### config.mk
export PLATFORM = sky130hd
export DESIGN_NAME = iepr_top
export DESIGN_NICKNAME = d
export VERILOG_FILES = /design/src/iepr_pkg.sv /design/src/iepr_top.sv
export SDC_FILE = /design/constraint.sdc
export NUM_CORES = 1
export LEC_CHECK = 0
export ABC_CLOCK_PERIOD_IN_PS = 1900
export BUFFER_PORTS_ARGS = -buffer_cell sky130_fd_sc_hd__buf_2
export CAP_MARGIN = 0
export CORE_UTILIZATION = 60
export CTS_BUF_LIST = sky130_fd_sc_hd__clkbuf_2 sky130_fd_sc_hd__clkbuf_4 sky130_fd_sc_hd__clkbuf_8
export DETAILED_ROUTE_END_ITERATION = 10
export GPL_TIMING_DRIVEN = 0
export PLACE_DENSITY = 0.9
export SLEW_MARGIN = 10
export SYNTH_ARGS = -nofsm -noshare
export SYNTH_HDL_FRONTEND = slang
export SYNTH_SLANG_ARGS = --single-unit
### constraint.sdc
create_clock -name sys_clk -period 1.9 [get_ports sys_clk]
set_input_delay 0 -clock sys_clk [delete_from_list [all_inputs] [get_ports sys_clk]]
set_output_delay 0 -clock sys_clk [all_outputs]
set_load 0.05 [all_outputs]
### src/iepr_pkg.sv
// Constants and carrier types for the edge-to-pulse isolator channel.
// Assumes a single 100 MHz system clock shared by both halves.

package iepr_pkg;

	// ---------------------------------------------------------------
	// Clock rate
	// ---------------------------------------------------------------
	localparam int CLK_PERIOD_PS = 10000;  // 100 MHz

	// ---------------------------------------------------------------
	// Timing figures in their own units
	// ---------------------------------------------------------------
	localparam int PULSE_PS      = 2000;     // Barrier pulse, about 2 ns
	localparam int REFRESH_NS    = 2000;     // Idle time before refresh, 2 us
	localparam int WATCHDOG_NS   = 5000;     // Silence before timeout, 5 us

	// ---------------------------------------------------------------
	// Derived cycle counts
	// ---------------------------------------------------------------
	// Longest-time rounding, floored at one cycle; the pulse is one clock
	localparam int PULSE_CYC_RAW = PULSE_PS / CLK_PERIOD_PS;
	localparam int PULSE_CYC     = (PULSE_CYC_RAW < 1) ? 1 : PULSE_CYC_RAW;
	// Least-time rounding up to whole cycles
	localparam int REFRESH_CYC   =
		(REFRESH_NS * 1000 + CLK_PERIOD_PS - 1) / CLK_PERIOD_PS;
	localparam int WATCHDOG_CYC  =
		(WATCHDOG_NS * 1000 + CLK_PERIOD_PS - 1) / CLK_PERIOD_PS;

	// ---------------------------------------------------------------
	// Counter widths and compare points
	// ---------------------------------------------------------------
	localparam int IDLE_W        = 8;
	localparam int WD_W          = 9;
	localparam logic [IDLE_W-1:0] IDLE_LAST = IDLE_W'(REFRESH_CYC - 1);
	localparam logic [WD_W-1:0]   WD_LAST   = WD_W'(WATCHDOG_CYC - 1);
	localparam logic [IDLE_W-1:0] IDLE_RST  = 8'h00;
	localparam logic [WD_W-1:0]   WD_RST    = 9'h000;

	// ---------------------------------------------------------------
	// Values after reset
	// ---------------------------------------------------------------
	localparam logic OUT_RST     = 1'b1;  // Output high until first pulse
	localparam logic TIMEOUT_RST = 1'b1;  // No pulse seen yet
	localparam logic LEVEL_RST   = 1'b0;

	// ---------------------------------------------------------------
	// Barrier pulse pair
	// ---------------------------------------------------------------
	typedef struct packed {
		logic pos;  // Set pulse: input high
		logic neg;  // Reset pulse: input low
	} iepr_pulse_s;

	localparam iepr_pulse_s PULSE_NONE = 2'h0;

endpackage : iepr_pkg

### src/iepr_top.sv
// Edge-to-pulse isolator channel: encoder, barrier pulses and decoder.
// Assumes data_in and in_power_ok are synchronous to sys_clk.
//
// Function
// - Rising input edge sends a positive pulse, falling a negative one.
// - Decoder latches high on positive pulse, low on negative, holds between.
// - Input steady over 2 us sends repeated refresh pulses of current level.
// - No pulse for about 5 us forces output high via watchdog.

`timescale 1ns/1ps
`default_nettype none

module iepr_top (
	// Clock and reset
	input  wire logic                 sys_clk,
	input  wire logic                 rst_n,
	// Input side
	input  wire logic                 data_in,
	input  wire logic                 in_power_ok,
	// Barrier observation
	output iepr_pkg::iepr_pulse_s     barrier_pulse,
	// Output side
	output logic                      data_out,
	output logic                      wd_timeout
);

	// ---------------------------------------------------------------
	// Encoder state
	// ---------------------------------------------------------------
	logic                             level_reg;
	logic                             level_next;
	logic [iepr_pkg::IDLE_W-1:0]      idle_cnt_reg;
	logic [iepr_pkg::IDLE_W-1:0]      idle_cnt_next;
	iepr_pkg::iepr_pulse_s            pulse_reg;
	iepr_pkg::iepr_pulse_s            pulse_next;
	logic                             edge_seen;
	logic                             refresh_due;

	// Edge and refresh detection with next-value logic
	always_comb begin
		level_next    = data_in;
		pulse_next    = iepr_pkg::PULSE_NONE;
		edge_seen     = (data_in != level_reg);
		refresh_due   = (idle_cnt_reg == iepr_pkg::IDLE_LAST);
		idle_cnt_next = idle_cnt_reg;
		if (!in_power_ok) begin
			// Unpowered side is silent; refresh fires as soon as it returns
			idle_cnt_next = iepr_pkg::IDLE_LAST;
		end else if (edge_seen || refresh_due) begin
			pulse_next.pos = data_in;
			pulse_next.neg = !data_in;
			idle_cnt_next  = iepr_pkg::IDLE_RST;
		end else begin
			idle_cnt_next = idle_cnt_reg + 1'b1;
		end
	end

	// Encoder registers; pulses last exactly one clock
	always_ff @(posedge sys_clk or negedge rst_n) begin
		if (!rst_n) begin
			level_reg    <= iepr_pkg::LEVEL_RST;
			idle_cnt_reg <= iepr_pkg::IDLE_RST;
			pulse_reg    <= iepr_pkg::PULSE_NONE;
		end else begin
			level_reg    <= level_next;
			idle_cnt_reg <= idle_cnt_next;
			pulse_reg    <= pulse_next;
		end
	end

	assign barrier_pulse = pulse_reg;

	// ---------------------------------------------------------------
	// Decoder and watchdog state
	// ---------------------------------------------------------------
	logic                             out_reg;
	logic                             out_next;
	logic                             timeout_reg;
	logic                             timeout_next;
	logic [iepr_pkg::WD_W-1:0]        wd_cnt_reg;
	logic [iepr_pkg::WD_W-1:0]        wd_cnt_next;
	logic                             any_pulse;

	// Bistable latch with watchdog; a pulse always outranks the timeout
	always_comb begin
		any_pulse    = pulse_reg.pos || pulse_reg.neg;
		out_next     = out_reg;
		timeout_next = timeout_reg;
		wd_cnt_next  = wd_cnt_reg;
		if (any_pulse) begin
			out_next     = pulse_reg.pos;
			timeout_next = 1'b0;
			wd_cnt_next  = iepr_pkg::WD_RST;
		end else if (timeout_reg) begin
			// Hold high while silent; counter parked to save toggling
			out_next     = 1'b1;
		end else if (wd_cnt_reg == iepr_pkg::WD_LAST) begin
			out_next     = 1'b1;
			timeout_next = 1'b1;
		end else begin
			wd_cnt_next  = wd_cnt_reg + 1'b1;
		end
	end

	// Decoder registers
	always_ff @(posedge sys_clk or negedge rst_n) begin
		if (!rst_n) begin
			out_reg     <= iepr_pkg::OUT_RST;
			timeout_reg <= iepr_pkg::TIMEOUT_RST;
			wd_cnt_reg  <= iepr_pkg::WD_RST;
		end else begin
			out_reg     <= out_next;
			timeout_reg <= timeout_next;
			wd_cnt_reg  <= wd_cnt_next;
		end
	end

	assign data_out   = out_reg;
	assign wd_timeout = timeout_reg;

	// ---------------------------------------------------------------
	// Checks
	// ---------------------------------------------------------------
	localparam int REFRESH_GAP = iepr_pkg::REFRESH_CYC;

	// Helper: cycles since last encoder pulse while powered
	logic [iepr_pkg::IDLE_W:0]        gap_cnt_reg;
	logic [iepr_pkg::IDLE_W:0]        gap_cnt_next;
	logic                             gap_arm_reg;
	logic                             gap_arm_next;

	// Reset stands in for a pulse; the count lags the pulse by one edge
	always_comb begin
		gap_arm_next = 1'b1;
		gap_cnt_next = gap_cnt_reg;
		if (!gap_arm_reg || !in_power_ok
			|| pulse_reg.pos || pulse_reg.neg) begin
			gap_cnt_next = '0;
		end else if (gap_cnt_reg != '1) begin
			gap_cnt_next = gap_cnt_reg + 1'b1;
		end
	end

	always_ff @(posedge sys_clk or negedge rst_n) begin
		if (!rst_n) begin
			gap_cnt_reg <= '0;
			gap_arm_reg <= 1'b0;
		end else begin
			gap_cnt_reg <= gap_cnt_next;
			gap_arm_reg <= gap_arm_next;
		end
	end

	property p_rise_pos;
		@(posedge sys_clk) disable iff (!rst_n)
		(in_power_ok && data_in && !level_reg)
			|=> (barrier_pulse.pos && !barrier_pulse.neg);
	endproperty
	a_rise_pos: assert property (p_rise_pos)
		else $error("rising edge gave no positive pulse");

	property p_fall_neg;
		@(posedge sys_clk) disable iff (!rst_n)
		(in_power_ok && !data_in && level_reg)
			|=> (barrier_pulse.neg && !barrier_pulse.pos);
	endproperty
	a_fall_neg: assert property (p_fall_neg)
		else $error("falling edge gave no negative pulse");

	// pulse is one clock wide
	// A toggle every cycle gives back-to-back pulses of opposite sign
	property p_pulse_narrow;
		@(posedge sys_clk) disable iff (!rst_n)
		(barrier_pulse.pos || barrier_pulse.neg)
			|=> (barrier_pulse != $past(barrier_pulse));
	endproperty
	a_pulse_narrow: assert property (p_pulse_narrow)
		else $error("barrier pulse wider than one clock");

	property p_latch_follow;
		@(posedge sys_clk) disable iff (!rst_n)
		(barrier_pulse.pos || barrier_pulse.neg)
			|=> (data_out == $past(barrier_pulse.pos));
	endproperty
	a_latch_follow: assert property (p_latch_follow)
		else $error("decoder did not follow pulse polarity");

	property p_latch_hold;
		@(posedge sys_clk) disable iff (!rst_n)
		(!barrier_pulse.pos && !barrier_pulse.neg && !wd_timeout
			&& wd_cnt_reg != iepr_pkg::WD_LAST) |=> $stable(data_out);
	endproperty
	a_latch_hold: assert property (p_latch_hold)
		else $error("decoder output changed without a pulse");

	property p_refresh_gap;
		@(posedge sys_clk) disable iff (!rst_n)
		gap_cnt_reg < REFRESH_GAP;
	endproperty
	a_refresh_gap: assert property (p_refresh_gap)
		else $error("steady input went without refresh");

	property p_refresh_level;
		@(posedge sys_clk) disable iff (!rst_n)
		(barrier_pulse.pos || barrier_pulse.neg)
			|-> (barrier_pulse.pos == level_reg);
	endproperty
	a_refresh_level: assert property (p_refresh_level)
		else $error("pulse polarity differs from input level");

	property p_wd_fire;
		@(posedge sys_clk) disable iff (!rst_n)
		(wd_cnt_reg == iepr_pkg::WD_LAST && !wd_timeout
			&& !barrier_pulse.pos && !barrier_pulse.neg)
			|=> (wd_timeout && data_out)
			##1 ((wd_timeout && data_out)
				|| $past(barrier_pulse.pos || barrier_pulse.neg));
	endproperty
	a_wd_fire: assert property (p_wd_fire)
		else $error("watchdog did not force output high");

	property p_wd_restart;
		@(posedge sys_clk) disable iff (!rst_n)
		(barrier_pulse.pos || barrier_pulse.neg)
			|=> (wd_cnt_reg == iepr_pkg::WD_RST && !wd_timeout);
	endproperty
	a_wd_restart: assert property (p_wd_restart)
		else $error("pulse did not restart watchdog");

	// Main scenarios
	property p_cov_edge;
		@(posedge sys_clk) disable iff (!rst_n)
		(in_power_ok && data_in != level_reg) ##1 barrier_pulse.pos;
	endproperty
	c_cov_edge: cover property (p_cov_edge);

	property p_cov_refresh;
		@(posedge sys_clk) disable iff (!rst_n)
		(in_power_ok && idle_cnt_reg == iepr_pkg::IDLE_LAST
			&& data_in == level_reg) ##1 barrier_pulse.neg;
	endproperty
	c_cov_refresh: cover property (p_cov_refresh);

	property p_cov_timeout;
		@(posedge sys_clk) disable iff (!rst_n)
		$rose(wd_timeout);
	endproperty
	c_cov_timeout: cover property (p_cov_timeout);

	property p_cov_recover;
		@(posedge sys_clk) disable iff (!rst_n)
		wd_timeout ##1 !wd_timeout ##1 !data_out;
	endproperty
	c_cov_recover: cover property (p_cov_recover);

endmodule : iepr_top

`default_nettype wire

Yosys cells after proc, flatten, opt, wreduce, memory -nomap -nowiden --
Index checks and enable logic that the tools add are counted.
Word-level totals: output and inout port bits 4, logic and storage cells 32, bits of input ports 4, register bits 22
Cells by class: mux-type cells 13, $add $sub $neg 2, equal/unequal tests 5, reductions and logical operators 5
Operator list (count):
- 9-bit two-way mux | 3
- 8-bit two-way mux | 2
- 9-bit by 1-bit adder with 9-bit output (second input constant) | 1
- 9-bit equality test (second input constant) | 1
- 8-bit by 1-bit adder with 8-bit output (second input constant) | 1
- 8-bit equality test (second input constant) | 1
- 1-bit two-way mux | 6
- 2-bit two-way mux | 2
- 3-bit nonzero test | 1
- 1-bit logical OR | 2
- 2-bit by 1-bit != test with 1-bit output (second input constant) | 1
- 2-bit != test (second input constant) | 1
- 2-bit AND reduction | 1
- 1-bit zero test | 1
- 1-bit != test | 1

Longest topological paths before layout --
Gate-level depths: netlist of run 1.
word-level depth 4, depth in mapped cells 4, mapped depth without buffers 4

Least setup slack after synthesis of run 1 --
No wires, ideal clock.
path type register to register, start reg idle_cnt_reg[0] (netlist name), end reg pulse_reg, in the netlist barrier_pulse[0], setup time 80 ps, path slack 550 ps, arrival 1270 ps, cell stages (with the launch flop) 5, data required time 1820 ps, path buffers 0, period minus slack after synthesis 1350 ps, cells stage by stage dfrtp_1 ha_1 nand4_2 o41ai_4 nor3b_2
RTL lines:
- start, declared | line iepr_top.sv:32 | logic [iepr_pkg::IDLE_W-1:0] idle_cnt_reg;
- start signal, assigned | line iepr_top.sv:62 | idle_cnt_reg <= iepr_pkg::IDLE_RST;
- start signal, assigned | line iepr_top.sv:66 | idle_cnt_reg <= idle_cnt_next;
- end signal, assigned | line iepr_top.sv:63 | pulse_reg <= iepr_pkg::PULSE_NONE;
- end signal, assigned | line iepr_top.sv:67 | pulse_reg <= pulse_next;
- end, declared | line iepr_top.sv:34 | iepr_pkg::iepr_pulse_s pulse_reg;

==> results of run 1 <==
[logic make-up (layout without fill, tap and decap cells)]
group                    Yosys count  in the layout  share of synthesized area (%)
AND/OR/NAND/NOR                   35             35                          19.58
multiplexers                       2              2                          1.865
XOR/XNOR                           5              5                          4.080
flip-flops                        22             22                          51.52
buffers and inverters              6             18                          2.097
adder cells (fa/ha/maj)            3              3                          3.497
AO/OA/AOI/OAI                     27             27                          17.37
[per-layer routing]
metal / vias to the layer above / track usage, %
li1: 395 / -
met1: 402 / 30.52
met2: 9 / 46.76
met3: 2 / 7.347
met4: 0 / 4.242
met5: - / 0
[report_power, final]
| group | switching (mW) | internal, mW |
|---|---|---|
| sequential | 0.0650 | 0.529 |
| clock | 0.147 | 0.213 |
| combinational | 0.133 | 0.0909 |
[worst max-delay path by stage]
stage / startpoint / endpoint
2_1_floorplan: idle_cnt_reg[0]$_DFF_PN0_ / barrier_pulse[0]$_DFF_PN0_
3_3_place_gp: idle_cnt_reg[0]$_DFF_PN0_ / barrier_pulse[0]$_DFF_PN0_
3_5_place_dp: idle_cnt_reg[0]$_DFF_PN0_ / idle_cnt_reg[6]$_DFF_PN0_
4_1_cts: idle_cnt_reg[0]$_DFF_PN0_ / barrier_pulse[0]$_DFF_PN0_
5_1_grt: idle_cnt_reg[0]$_DFF_PN0_ / barrier_pulse[0]$_DFF_PN0_
6_report: idle_cnt_reg[0]$_DFF_PN0_ / barrier_pulse[0]$_DFF_PN0_
[cell type report]
cell class	instances	area, um2
Buffer	2	7.507
Sequential cell	22	553.0
Timing Repair Buffer	8	50.05
Multi-Input combinational cell	72	498.0
Inverter	4	15.01
Clock inverter	1	30.03
Clock buffer	3	22.52
Tap cell	24	30.03
Fill cell	121	387.9
[cells in the final DEF (no fill, tap or decap)]
cell	n
a2111oi_0	1
a211oi_1	1
a21oi_1	7
a22oi_1	2
and3_2	1
and4_1	1
buf_1	1
buf_2	6
bufinv_16	1
clkbuf_1	1
clkbuf_4	3
dfrtp_1	20
dfstp_2	2
dlygate4sd3_1	2
ha_1	3
inv_1	4
mux2i_1	2
nand2_1	6
nand2b_1	1
nand3_1	5
nand4_1	2
nand4_2	1
nand4b_1	1
nor2_1	4
nor2b_1	1
nor3_1	2
nor3b_2	1
nor4bb_1	1
o21a_1	2
o21ai_0	9
o31a_1	2
o31ai_1	2
o41ai_4	1
or2_2	1
or3_1	5
or4_1	2
xnor2_1	3
xor2_1	2
[metrics by stage]
| step | cell area, um2 | cells | hold slack (ps) | power (mW) |
|---|---|---|---|---|
| 6_report | 1206 | 136 | 9.137 | 1.178 |
| 4_1_cts | 1206 | 136 | 7.435 | 1.179 |
| 2_1_floorplan | 1074 | 100 | -295.6 | 0.7578 |
| 3_3_place_gp | 1134 | 130 | -21.38 | 0.8016 |
| 5_1_grt | 1206 | 136 | 23.25 | 1.236 |
| 3_5_place_dp | 1134 | 130 | -18.64 | 0.8229 |
[critical path, delay by kind of cell, from the launching register on]
kind / cells / cell delay, ps
and+or+nand+nor: 2 / 400
AOI/OAI and AO/OA: 1 / 490
DFF: 1 / 440
adders and majority gates: 1 / 220
==> key figures, run 1 <==
Die
  • # IOs: 8
  • Site Rows: 14
  • Core area: 1594 um2
  • Initial core utilization: between 60% and 70%
  • Chip height: 44.30 um
  • Die area: 1962 um2
  • Die W: 44.30 um

Pwr
  • VDD IR max: 0.9200 mV
  • Cell Pwr Density: 976.8 nW/um2
  • Pleak: 0.5172 nW

Worst setup path
  • Critical R2R Launch: idle_cnt_reg[0]$_DFF_PN0_
  • Worst path required time: between 2000 and 2500 ps
  • CP Max Fanout: 10
  • Arr. time, crit path: ~1900 ps
  • CP max stage delay: just under 500 ps
  • Critical path, cell by cell: ha_1 -> nand4_2 -> o41ai_4 -> nor3b_2
  • Setup slack, reg-to-reg: 280 ps
  • Crit end category: flip-flop
  • CP Launch Type: flip-flop
  • CP max stage cell: o41ai_4
  • Reg2reg end: barrier_pulse[0]$_DFF_PN0_
  • Reg2reg path depth: 4
  • Critical path class: reg2reg

Yosys
  • Share of the synthesized area in the top cell type: 46.62%
  • Syn Nets: between 100 and 150
  • Post-Syn Area per Cell: 10.74 um2
  • Synthesized cell area: between 1000 and 1500 um2
  • Dominant cell type by area after synthesis: dfrtp_1
  • Gate Count Post-Synth: 100
  • Synth Flop Type: dfrtp_1
  • Post-synth EDFFs: 0
  • Largest cells by area after synthesis: dfrtp_1 (47%), dfstp_2 (4.9%), o21ai_0 (4.2%), ha_1 (3.5%), a21oi_1 (3.3%)
  • Sequential cell area fraction in the yosys report: 51.52%
  • Synth top cells by count: dfrtp_1 (20), o21ai_0 (9), a21oi_1 (7)
  • Synth warn: 0
  • Number of synthesized register bits: 22
  • Distinct cells, synth: 34
  • Most common cell in the netlist: dfrtp_1
  • Ys async rst share: 100.0%

Placed design
  • Post-DP HPWL: 1512 um
  • Global placement routability congestion: between 0.8 and 0.9
  • Port Buffers: 6
  • Pre-CTS setup slack: approximately 290 ps

Routing
  • Metal2 WL: 1163 um
  • Wire length on met3: 52 um
  • Final wirelength: 2126 um
  • Via Count: slightly above 800
  • Via/cell ratio: a little under 6
  • Max layer used: met4
  • Total iterations of the first detailed-routing run: 4
  • WL met1: roughly 900 um
  • Antenna-violating nets left: 0
  • Wire length per cell: 15.63 um
  • DRC errors left: 0
  • Iter 0 DRT Violations: 10

STA
  • Slew Viols, Final: 0
  • TNS Setup: 0 ps
  • RSZ-0062 raised after global routing: false
  • Final setup fails: 0
  • Minimum clock period: 1618 ps
  • Period Utilization, post-route: around 85%
  • Final Hold Fails: 0
  • Slew @ Worst Pin: 551.5 ps
  • Maximum clock rate: 0.6182 GHz
  • Max_slew headroom: a little over three fifths
  • Worst setup margin: 282.4 ps
  • Final Skew: around 17 ps

Hold path
  • HP Class: in2reg
  • Worst hold start: in_power_ok
  • Hold Path End: idle_cnt_reg[2]$_DFF_PN0_
  • Hold path cells: 2

Finish
  • Max FFs per register: 9
  • Synthesis-to-finish area growth: 12.35%
  • Final #Nets: between 100 and 150
  • Layout cell share with drive strength beyond 1: 15.18%
  • Fin util: 75.67%
  • # diodes: 0

Clocking
  • Hold-fix buffers, CTS: 2
  • TritonCTS Buffers: 3
  • Clk buf depth: 2
  • Clk_lat worst skew: 320 ps
  • CTS tree: yes
  • Clock sinks: 22
  • H-tree depth: 1
  • Setup Buffers After CTS: 0
  • Clock root buffer: clkbuf_4
  • Resize count post-CTS: 0
  • Clock-pin slew reported for the worst setup and hold paths after clock tree synthesis: 140 ps

Global route
  • All-Layer GR Usage: 25.69%
  • Global-route wire length before repair: 3532 um
  • Initial antenna violation count: 0
  • GR Overflow Total: 0
  • Vias in the first global route: 801
  • Pin count of the biggest net entering global routing: 23

Flow run
  • Max-cap violations: 0

Outcome
  • Status: completed
(Power assumes the default switching activity.)
==> inputs of run 2 (changes only) <==
HOLD_SLACK_MARGIN = 0.05   (was not set)
SLEW_MARGIN = not set   (was 10)
==> run 2 against run 1 <==
Setup slack worse by 3.1 ps; cell area is 0.83% higher; first-iteration DRC count is 30% higher; via count is 0.62% higher; worst hold slack better by 140 ps; cell count is 0.74% higher; routed wire length is 6.3% higher; critical endpoint unchanged; largest power group unchanged.
==> key figures, run 2 (synthesized netlist as in run 1, its figures left out) <==
Die
  • Site Rows: 14 (unchanged)
  • Die W: 44.30 um (unchanged)
  • # IOs: 8 (unchanged)
  • Die area: 1962 um2 (unchanged)
  • Initial core utilization: 67.35% (unchanged)
  • Chip height: 44.30 um (unchanged)
  • Core area: 1594 um2 (unchanged)

STA
  • Worst setup margin: 279.2 ps (was 282.4 ps)
  • Period Utilization, post-route: 85.30% (was 85.14%)
  • Slew @ Worst Pin: 546.0 ps (was 551.5 ps)
  • RSZ-0062 raised after global routing: false (unchanged)
  • Final setup fails: 0 (unchanged)
  • Final Skew: 14.79 ps (was 17.35 ps)
  • Slew Viols, Final: 0 (unchanged)
  • Maximum clock rate: 0.6170 GHz (was 0.6182 GHz)
  • Max_slew headroom: 63.48% (was 63.11%)
  • TNS Setup: 0 ps (unchanged)
  • Final Hold Fails: 0 (unchanged)
  • Minimum clock period: 1621 ps (was 1618 ps)

Clocking
  • Clk buf depth: 2 (unchanged)
  • Setup Buffers After CTS: 0 (unchanged)
  • Clock-pin slew reported for the worst setup and hold paths after clock tree synthesis: 130 ps (was 140 ps)
  • CTS tree: yes (unchanged)
  • H-tree depth: 1 (unchanged)
  • Clock sinks: 22 (unchanged)
  • Clock root buffer: clkbuf_4 (unchanged)
  • Clk_lat worst skew: 320 ps (about the same)
  • TritonCTS Buffers: 3 (unchanged)

Placed design
  • Post-DP HPWL: 1512 um (unchanged)
  • Global placement routability congestion: 0.8059 (unchanged)
  • Pre-CTS setup slack: 289.3 ps (unchanged)
  • Port Buffers: 6 (unchanged)
  • Placed insts: 130 (unchanged)

Worst setup path
  • Critical path class: reg2reg (unchanged)
  • Worst path required time: 2130 ps (about the same)
  • Critical R2R Launch: idle_cnt_reg[0]$_DFF_PN0_ (unchanged)
  • Reg2reg end: barrier_pulse[0]$_DFF_PN0_ (unchanged)
  • Setup slack, reg-to-reg: 280 ps (about the same)
  • Crit end category: flip-flop (unchanged)
  • CP Launch Type: flip-flop (unchanged)
  • CP Max Fanout: 10 (unchanged)
  • Reg2reg path depth: 4 (unchanged)
  • Arr. time, crit path: 1860 ps (was 1850 ps)

Global route
  • Global-route wire length before repair: 3670 um (was 3532 um)
  • Pin count of the biggest net entering global routing: 23 (unchanged)
  • GR Overflow Total: 0 (unchanged)
  • Vias in the first global route: 814 (was 801)
  • Initial antenna violation count: 0 (unchanged)
  • All-Layer GR Usage: 26.82% (was 25.69%)

Finish
  • Most frequent cells in the layout: dfrtp_1 (20), o21ai_0 (9), a21oi_1 (7), nand2_1 (6), buf_2 (6) (unchanged)
  • Synthesis-to-finish area growth: 13.29% (was 12.35%)
  • Fin cells: 137 (was 136)
  • Layout cell share with drive strength beyond 1: 15.04% (was 15.18%)
  • # diodes: 0 (unchanged)
  • Max FFs per register: 9 (unchanged)
  • Commonest non-fill, non-tap cell in the layout: dfrtp_1 (unchanged)
  • Fillcell total: 118 (was 121)
  • Fin util: 76.30% (was 75.67%)
  • Final #Nets: 121 (was 120)

Routing
  • Wire length per cell: 16.49 um (was 15.63 um)
  • DRC errors left: 0 (unchanged)
  • Via/cell ratio: 5.934 (was 5.941)
  • Antenna-violating nets left: 0 (unchanged)
  • Via Count: 813 (was 808)
  • Final wirelength: 2259 um (was 2126 um)
  • Iter 0 DRT Violations: 13 (was 10)
  • Total iterations of the first detailed-routing run: 4 (unchanged)

Flow run
  • Max-cap violations: 0 (unchanged)

Pwr
  • Cell Pwr Density: 972.3 nW/um2 (was 976.8 nW/um2)
  • VDD IR max: 0.9330 mV (was 0.9200 mV)
  • Pleak: 0.5213 nW (was 0.5172 nW)
  • Pwr Total: 1.182 mW (was 1.178 mW)

Outcome
  • Status: completed (unchanged)

Hold path
  • HP Class: in2async (was in2reg)
run 2: routing by layer:
| metal | global-route usage (%) | vias to the layer above | wire, um |
|---|---|---|---|
| li1 | - | 395 | - |
| met1 | 30.52 | 399 | 945 |
| met2 | 50.88 | 15 | 1229 |
| met3 | 7.347 | 4 | 66 |
| met4 | 3.636 | 0 | 18 |
| met5 | 0 | - | 0 |
run 2: final cells by class:
type	instances	area, um2	area share, %
Timing Repair Buffer	9	60.06	4.938
Inverter	4	15.01	1.235
Sequential cell	22	553.0	45.47
Clock inverter	1	30.03	2.469
Tap cell	24	30.03	2.469
Multi-Input combinational cell	72	498.0	40.95
Clock buffer	3	22.52	1.852
Buffer	2	7.507	0.6173
run 2: through the flow:
step / area (um2) / hold slack, ps
2_1_floorplan: 1074 / -295.6
3_3_place_gp: 1134 / -21.38
3_5_place_dp: 1134 / -18.64
4_1_cts: 1216 / 167.0
5_1_grt: 1216 / 201.4
6_report: 1216 / 153.1
run 2: what timing repair did:
action                                 CTS  global route
gates resized for setup                  0             0
endpoints found under the hold margin   28             0
hold buffers                             3             0
run 2: worst max path at each step:
stage,startpoint,to,slack (ps)
3_3_place_gp,idle_cnt_reg[0]$_DFF_PN0_,barrier_pulse[0]$_DFF_PN0_,390
5_1_grt,idle_cnt_reg[0]$_DFF_PN0_,barrier_pulse[0]$_DFF_PN0_,190
2_1_floorplan,idle_cnt_reg[0]$_DFF_PN0_,barrier_pulse[0]$_DFF_PN0_,550
6_report,idle_cnt_reg[0]$_DFF_PN0_,barrier_pulse[0]$_DFF_PN0_,280
3_5_place_dp,idle_cnt_reg[0]$_DFF_PN0_,idle_cnt_reg[6]$_DFF_PN0_,290
4_1_cts,idle_cnt_reg[0]$_DFF_PN0_,barrier_pulse[0]$_DFF_PN0_,270
run 2: critical path, cell delays in order (launching register included):
cell and delay [ps]:
dfrtp_1 440, ha_1 220, nand4_2 150, o41ai_4 490
nor3b_2 260
run 2: power breakdown:
part | switching [mW] | total [mW] | internal, mW | leakage (nW)
Sequential | 0.0658 | 0.594 | 0.529 | 0.278
Combinational | 0.135 | 0.227 | 0.0922 | 0.216
Clock | 0.147 | 0.361 | 0.213 | 0.0279
